File: src/design/csd_pkg.sv
package csd_pkg;
    // register indices; byte address is four times the index
    localparam logic [31:0] csd_idx_port7_sel = 32'h0000_df27;
    localparam logic [31:0] csd_idx_bus_ctrl = 32'h0000_df40;
    localparam logic [31:0] csd_idx_speed = 32'h0000_df41;
    localparam logic [31:0] csd_idx_access = 32'h0000_df48;
    localparam logic [31:0] csd_idx_status = 32'h0000_df4c;
    localparam logic [31:0] csd_off_port7_sel = 32'h0003_7c9c;
    localparam logic [31:0] csd_off_bus_ctrl = 32'h0003_7d00;
    localparam logic [31:0] csd_off_speed = 32'h0003_7d04;
    localparam logic [31:0] csd_off_access = 32'h0003_7d20;
    localparam logic [31:0] csd_off_status = 32'h0003_7d30;
    localparam logic [7:0] csd_rst_port7 = 8'h00;
    localparam logic [7:0] csd_rst_bus_ctrl = 8'h00;
    localparam logic [7:0] csd_rst_speed = 8'h00;
    localparam int csd_bus_rom_en_bit = 7;
    localparam int csd_spd_ext_ram_bit = 2;
    localparam int csd_spd_cache_bit = 3;
    localparam int csd_spd_fast_bit = 7;
    localparam int csd_acc_valid_bit = 24;
    localparam logic [3:0] csd_stretch_cycles = 4'h2;
    localparam int csd_sel_pe = 0;
    localparam int csd_sel_cop = 1;
    localparam int csd_sel_onchip = 2;
    localparam int csd_sel_cache = 3;
    localparam int csd_sel_rom = 4;
    localparam int csd_sel_low = 5;
    localparam int csd_sel_mid = 6;
    localparam int csd_sel_high = 7;
    typedef enum logic [1:0] {csd_ph_low, csd_ph_high} csd_phase_type;
endpackage

File: src/design/csd_decoder.sv
// Our own choice: the AHB-Lite register port.
`timescale 1ns/1ps
module csd_decoder (
    input wire logic hclk,
    input wire logic hresetn,
    input wire logic hsel,
    input wire logic [31:0] haddr,
    input wire logic [1:0] htrans,
    input wire logic hwrite,
    input wire logic [2:0] hsize,
    input wire logic [31:0] hwdata,
    input wire logic hready,
    output logic [31:0] hrdata,
    output logic hreadyout,
    output logic hresp,
    output logic [7:0] chip_select_n,
    output logic [7:0] port7_pin_oe,
    output logic processor_clock
);
    ////////////////////////////////////////////////////////////////
    function automatic logic [7:0] csd_decode(input logic [23:0] a, input logic ext_ram,
                                             input logic rom_en);
        logic [7:0] s;
        logic b0;
        logic dfpage;
        s = 8'h00;
        b0 = (a[23:16] == 8'h00);
        dfpage = b0 && (a[15:8] == 8'hdf);
        if (a[23:22] == 2'b11) begin
            s[csd_pkg::csd_sel_high] = 1'b1;
        end else if (a[23] ^ a[22]) begin
            s[csd_pkg::csd_sel_mid] = 1'b1;
        end else if (!b0) begin
            s[csd_pkg::csd_sel_low] = 1'b1;
        end else if (dfpage && a[7:6] == 2'b11) begin
            s[csd_pkg::csd_sel_cop] = 1'b1;
        end else if (dfpage && a[7:5] == 3'b000) begin
            s[csd_pkg::csd_sel_pe] = 1'b1;
        end else if (dfpage) begin
            s[csd_pkg::csd_sel_onchip] = 1'b1;
        end else if (a[15:13] == 3'b111) begin
            if (rom_en) begin
                s[csd_pkg::csd_sel_onchip] = 1'b1;
            end else begin
                s[csd_pkg::csd_sel_rom] = 1'b1;
            end
        end else if (a[15]) begin
            s[csd_pkg::csd_sel_rom] = 1'b1;
        end else if (a[15:9] == 7'h00 && !ext_ram) begin
            s[csd_pkg::csd_sel_onchip] = 1'b1;
        end else begin
            s[csd_pkg::csd_sel_cache] = 1'b1;
        end
        return s; // exactly one bit per address
    endfunction

    ////////////////////////////////////////////////////////////////
    logic [7:0] port7_q, port7_d;
    logic [7:0] busctl_q, busctl_d;
    logic [7:0] speed_q, speed_d;
    logic [23:0] acc_q, acc_d;
    logic acc_v_q, acc_v_d;
    logic wr_pend_q, wr_pend_d;
    logic [31:0] waddr_q, waddr_d;
    logic [31:0] rdata_q, rdata_d;
    logic [7:0] csn_q, csn_d;
    logic [7:0] oe_q, oe_d;
    logic clk_q, clk_d;
    logic [3:0] cnt_q, cnt_d;
    logic slow_q, slow_d;
    logic [7:0] sel;
    logic take;

    assign take = hsel && hready && htrans[1];
    assign sel = csd_decode(acc_q, speed_q[csd_pkg::csd_spd_ext_ram_bit],
                            busctl_q[csd_pkg::csd_bus_rom_en_bit]);

    // registers: writes land one cycle after their address phase, zero wait
    always_comb begin
        port7_d = port7_q;
        busctl_d = busctl_q;
        speed_d = speed_q;
        acc_d = acc_q;
        acc_v_d = acc_v_q;
        wr_pend_d = take && hwrite;
        waddr_d = take ? haddr : waddr_q;
        rdata_d = 32'h0000_0000;
        if (wr_pend_q) begin
            case (waddr_q)
                csd_pkg::csd_off_port7_sel: port7_d = hwdata[7:0];
                csd_pkg::csd_off_bus_ctrl: busctl_d = hwdata[7:0];
                csd_pkg::csd_off_speed: speed_d = hwdata[7:0];
                csd_pkg::csd_off_access: begin
                    acc_d = hwdata[23:0];
                    acc_v_d = hwdata[csd_pkg::csd_acc_valid_bit];
                end
                default: begin
                end
            endcase
        end
        if (take && !hwrite) begin
            case (haddr)
                csd_pkg::csd_off_port7_sel: rdata_d = {24'h000000, port7_q};
                csd_pkg::csd_off_bus_ctrl: rdata_d = {24'h000000, busctl_q};
                csd_pkg::csd_off_speed: rdata_d = {24'h000000, speed_q};
                csd_pkg::csd_off_access: rdata_d = {7'h00, acc_v_q, acc_q};
                csd_pkg::csd_off_status: rdata_d = {15'h0000, slow_q, sel, ~csn_q};
                default: rdata_d = 32'h0000_0000;
            endcase
        end
    end

    always_ff @(posedge hclk or negedge hresetn) begin
        if (!hresetn) begin
            port7_q <= csd_pkg::csd_rst_port7;
            busctl_q <= csd_pkg::csd_rst_bus_ctrl;
            speed_q <= csd_pkg::csd_rst_speed;
            acc_q <= 24'h000000;
            acc_v_q <= 1'b0;
            wr_pend_q <= 1'b0;
            waddr_q <= 32'h0000_0000;
            rdata_q <= 32'h0000_0000;
        end else begin
            port7_q <= port7_d;
            busctl_q <= busctl_d;
            speed_q <= speed_d;
            acc_q <= acc_d;
            acc_v_q <= acc_v_d;
            wr_pend_q <= wr_pend_d;
            waddr_q <= waddr_d;
            rdata_q <= rdata_d;
        end
    end

    ////////////////////////////////////////////////////////////////
    // selects and clock stretch; cache (and on-chip) stays fast
    always_comb begin
        csn_d = 8'hff;
        oe_d = port7_q;
        if (acc_v_q) begin
            csn_d = ~sel;
        end
        slow_d = acc_v_q && !sel[csd_pkg::csd_sel_cache] && !sel[csd_pkg::csd_sel_onchip]
                 && !speed_q[csd_pkg::csd_spd_fast_bit];
        clk_d = clk_q;
        cnt_d = cnt_q;
        if (slow_q && cnt_q != csd_pkg::csd_stretch_cycles) begin
            cnt_d = cnt_q + 4'h1; // both phases stretched
        end else begin
            cnt_d = 4'h0;
            clk_d = ~clk_q;
        end
    end

    always_ff @(posedge hclk or negedge hresetn) begin
        if (!hresetn) begin
            csn_q <= 8'hff;
            oe_q <= 8'h00;
            clk_q <= 1'b0;
            cnt_q <= 4'h0;
            slow_q <= 1'b0;
        end else begin
            csn_q <= csn_d;
            oe_q <= oe_d;
            clk_q <= clk_d;
            cnt_q <= cnt_d;
            slow_q <= slow_d;
        end
    end

    assign hrdata = rdata_q;
    assign hreadyout = 1'b1;
    assign hresp = 1'b0;
    assign chip_select_n = csn_q;
    assign port7_pin_oe = oe_q;
    assign processor_clock = clk_q;

    ////////////////////////////////////////////////////////////////
    a_one_select: assert property (@(posedge hclk) disable iff (!hresetn)
        acc_v_q |=> $countones(~csn_q) == 1) else $error("not one select");
    a_idle_high: assert property (@(posedge hclk) disable iff (!hresetn)
        !acc_v_q |=> csn_q == 8'hff) else $error("select active while idle");
    a_df_no_rom: assert property (@(posedge hclk) disable iff (!hresetn)
        (acc_v_q && acc_q[23:8] == 16'h00df) |=> csn_q[csd_pkg::csd_sel_rom] && csn_q[csd_pkg::csd_sel_low])
        else $error("df page hit rom or low");
    a_rom_mask: assert property (@(posedge hclk) disable iff (!hresetn)
        (acc_v_q && busctl_q[csd_pkg::csd_bus_rom_en_bit] && acc_q[23:13] == 11'h007)
        |=> csn_q[csd_pkg::csd_sel_rom]) else $error("rom select with on-chip rom");
    a_cache_low: assert property (@(posedge hclk) disable iff (!hresetn)
        (acc_v_q && acc_q[23:9] == 15'h0000)
        |=> csn_q[csd_pkg::csd_sel_cache] == !$past(speed_q[csd_pkg::csd_spd_ext_ram_bit]))
        else $error("cache select wrong for low ram");
    a_high_bank: assert property (@(posedge hclk) disable iff (!hresetn)
        (acc_v_q && acc_q[23:22] == 2'b11) |=> !csn_q[csd_pkg::csd_sel_high])
        else $error("high bank missed");
    a_mid_bank: assert property (@(posedge hclk) disable iff (!hresetn)
        (acc_v_q && acc_q[23] != acc_q[22]) |=> !csn_q[csd_pkg::csd_sel_mid])
        else $error("mid bank missed");
    a_cop_win: assert property (@(posedge hclk) disable iff (!hresetn)
        (acc_v_q && acc_q[23:6] == 18'h037f) |=> !csn_q[csd_pkg::csd_sel_cop])
        else $error("coprocessor window missed");
    a_pe_win: assert property (@(posedge hclk) disable iff (!hresetn)
        (acc_v_q && acc_q[23:5] == 19'h006f8) |=> !csn_q[csd_pkg::csd_sel_pe])
        else $error("expansion window missed");
    a_oe_follow: assert property (@(posedge hclk) disable iff (!hresetn)
        1'b1 |=> oe_q == $past(port7_q)) else $error("pin enable not from port7");
    a_fast_toggle: assert property (@(posedge hclk) disable iff (!hresetn)
        !slow_q |=> clk_q != $past(clk_q)) else $error("fast clock did not toggle");
    a_slow_hold: assert property (@(posedge hclk) disable iff (!hresetn)
        ($rose(slow_q) && cnt_q == 4'h0) |=> clk_q == $past(clk_q)) else $error("slow phase not held");
endmodule

File: config.mk
export PLATFORM = sky130hd
export DESIGN_NAME = csd_decoder
export DESIGN_NICKNAME = d
export VERILOG_FILES = /design/src/design/csd_pkg.sv /design/src/design/csd_decoder.sv
export SDC_FILE = /design/constraint.sdc
export NUM_CORES = 1
export LEC_CHECK = 0
export ABC_AREA = 1
export BUFFER_PORTS_ARGS = -buffer_cell sky130_fd_sc_hd__buf_4
export CORE_ASPECT_RATIO = 0.9
export CORE_UTILIZATION = 59
export DETAILED_ROUTE_END_ITERATION = 7
export PLACE_DENSITY = 0.84
export SYNTH_ARGS = -nofsm -noshare
export SYNTH_HDL_FRONTEND = slang
export SYNTH_SLANG_ARGS = --single-unit
File: constraint.sdc
create_clock -name hclk -period 3.2 [get_ports hclk]
set_input_delay 0.48 -clock hclk [delete_from_list [all_inputs] [get_ports hclk]]
set_output_delay 0.48 -clock hclk [all_outputs]
set_load 0.01 [all_outputs]
==> impl_metrics.tcl <==
set metrics [dict create \
    status "finished, violations left" \
    violations "design-rule violations" \
    slowest_stage "nand4_1" \
    synth-compound-area-share_pct 6.536 \
    drive_gt1_share_pct 26.74 \
    yosys.area_share.xor_xnor_pct 0.2990 \
    cp_cell_sequence "inv_1 > nand4_1 > nor3_1 > nand4_1 > o21ai_0" \
    critical_path.top_delay_family "simple AND/OR/NAND/NOR gates" \
    die-area_um2 10330 \
    async_reset_ff_share_pct 100.0 \
    cap_violations 0 \
    synth_adder_area_share_pct 0.8543 \
    synthTopCellsByArea "dfrtp_1 (52%), nand2_1 (9.6%), nand3_1 (5.0%)" \
    grt_busiest_layer "met2" \
    endpoint_kind "register" \
    synth_top_family_by_area "simple AND/OR/NAND/NOR gates" \
    via_per_inst 5.469 \
    wl_per_cell_um 15.40 \
    start_util_pct 60.66 \
    die_w_um 107.0 \
    crit_top_cell "nand4_1" \
    wl_um 13920 \
    grt_pass1_wl_um 23090 \
    num_antenna_cells 0 \
    clkLatencyLatePin_ns 0.53 \
    hold_class "in -> async" \
    drtPass1Iterations 8 \
    syn_area_per_cell_um2 8.930 \
    synth_area_um2 5858 \
    finalMaxSlewViolations 0 \
    met3_usage_pct 6.237 \
    final_nets 843 \
    drc 1 \
    drtIter0Drc 373 \
    cp_data_required_time_ns 3.61 \
    yosysMostFrequentCell "nand2_1" \
    maxSlewHeadroom_pct 47.83 \
    clockBufferDepth 2 \
    port_buffers 104 \
    dp_hpwl_um 9463 \
    grt_use_total_pct 29.87 \
    cts_tree "done" \
    layout.cells.non_filler 904 \
    dp_cells 872 \
    grt_overflow 0 \
    critical_path_buf_inv_count 1 \
    ir_drop_v 0.0003563 \
    cts_buffers 17 \
    fp-row-count 34 \
    antenna_found_initial 0 \
    holdWs_ns 0.02283 \
    cp_slowest_stage_delay_ns 0.57 \
    setup_viol 0 \
    hold_buffers 0 \
    cts_root_buf "clkbuf_8" \
    finalCriticalPeriod_ns 2.020 \
    cts_num_sinks 129 \
    ys_ff_latch 129 \
    yosys_warnings 0 \
    ys_types 36 \
    htree_levels 4 \
    critPathMaxFanout 16 \
    arrival_ns 2.43 \
    synth_top_flop_cell "dfrtp_1" \
    clk_pin_slew_ns 0.06 \
    grt_max_degree 60 \
    final-hold-violation-count 0 \
    p_leak_nw 3.563 \
    die_h_um 96.53 \
    synth_mux_area_share_pct 2.691 \
    vias 4944 \
    skew_ns 0.01057 \
    synthSimpleGateAreaFrac_pct 26.57 \
    path_class "reg -> reg" \
    post_cts_buffers 0 \
    synth_commonest_cells "nand2_1 (150), dfrtp_1 (121), nor2_1 (74)" \
    startpoint "waddr_q[15]$_DFFE_PN0P_" \
    use_met2_pct 50.75 \
    worst_pin_slew_ns 0.7797 \
    pin_count 125 \
    tns_ns 0 \
    syn_inst 656 \
    synth_area_leader_cell "dfrtp_1" \
    rsz0062_at_grt "no" \
    grt.met1_usage_pct 36.45 \
    start_kind "register" \
    rr_startpoint "waddr_q[15]$_DFFE_PN0P_" \
    ant_nets 0 \
    fmax_ghz 0.4950 \
    synth_edf_count 0 \
    fin_crit_sh_pct 63.13 \
    grt_pass1_vias 4838 \
    syn2layout_area_growth_pct 24.26 \
    cts_resized 0 \
    place.gp.congestion 0.9086 \
    p_per_area_nw_per_um2 533.3 \
    synth_top_cell_area_share_pct 51.69 \
    seq_area_frac_synth_pct 55.28 \
    final_util_pct 75.38 \
    core_area_um2 9657 \
    finalPower_w 0.003882 \
]
[through the flow]
stage / instance area [µm²] / setup WS, ns
6_report: 7279 / 1.180
3_3_place_gp: 6691 / 0.8993
5_1_grt: 7279 / 0.9911
4_1_cts: 7279 / 1.184
3_5_place_dp: 6691 / 0.8305
2_1_floorplan: 5884 / 1.561
[where the power goes]
part / leakage [nW] / total [W] / internal (W) / switching (W)
registers: 1.40 / 0.00174 / 0.00170 / 0.0000404
clock network: 0.272 / 0.00189 / 0.00117 / 0.000719
logic: 1.89 / 0.000251 / 0.000113 / 0.000138
total: 3.56 / 0.00388 / 0.00298 / 0.000897
[sequential cells by signal (all words and copies together), names as in the netlist]
| name | cells |
|---|---|
| acc_q | 24 |
| slow_q | 1 |
| chip_select_n | 8 |
| cnt_q | 4 |
| acc_v_q | 1 |
| waddr_q | 32 |
| wr_pend_q | 1 |
| busctl_q | 8 |
| hrdata | 25 |
| port7_pin_oe | 8 |
| oe_d | 8 |
| speed_q | 8 |
| processor_clock | 1 |
[per-layer routing]
metal  part of all wire (%)  vias up
li1                       -     2296
met1                     41     2398
met2                     50      219
met3                    7.1       31
met4                    2.5        0
met5                      0        -
[cell type report]
type / count / area (µm²)
Sequential cell: 129 / 3238
Fill cell: 664 / 2377
Multi-Input combinational cell: 437 / 2203
Timing Repair Buffer: 111 / 833.3
Clock buffer: 20 / 455.4
Inverter: 69 / 259.0
Tap cell: 126 / 157.7
Clock inverter: 12 / 132.6
[cell families (layout without fill, tap and decap cells)]
kind of cell / count (synthesis) / after routing
compound gates: 69 / 69
xor+xnor: 2 / 2
fa+ha+maj: 4 / 4
buf+inv: 97 / 212
flops: 129 / 129
mux: 14 / 14
other cells: 2 / 9
simple gates: 339 / 339
[layout by cell type (no fill, tap or decap), types with 2 or more instances in the layout]
cell          n
nor2_2       13
buf_4       111
nand4_1       9
a22oi_1       2
bufinv_16     2
clkbuf_8      4
clkinvlp_4    6
nand2_1     150
a31oi_1       2
nand3b_1      2
clkinv_2      2
nor2_1       74
conb_1        9
mux2_2       14
nor3_1        8
o21ai_2       8
nand2_2       7
inv_1        68
ha_1          4
xnor2_1       2
nor3_4        2
nand3_2       3
dfstp_2       8
nand3_1      58
a21oi_1      10
clkbuf_16    16
nor2_4        4
o21ai_0      47
or2_1         2
dfrtp_1     121
[path summary, 6_finish.rpt]
path                                         endpoint  slack, ns  cells past startpoint
hold reg to reg             port7_pin_oe[5]$_DFF_PN0_       0.41                      0
setup reg to reg                  oe_d[0]$_DFFE_PN0P_       1.18                      5
setup / recovery                  oe_d[0]$_DFFE_PN0P_       1.18                      5
max in group asynchronous  chip_select_n[6]$_DFF_PN1_       2.32                      2
min in group hclk               acc_q[19]$_DFFE_PN0P_       0.18                      3
hold / removal              port7_pin_oe[3]$_DFF_PN0_       0.02                      1
Power figures use the tool's default switching activity.
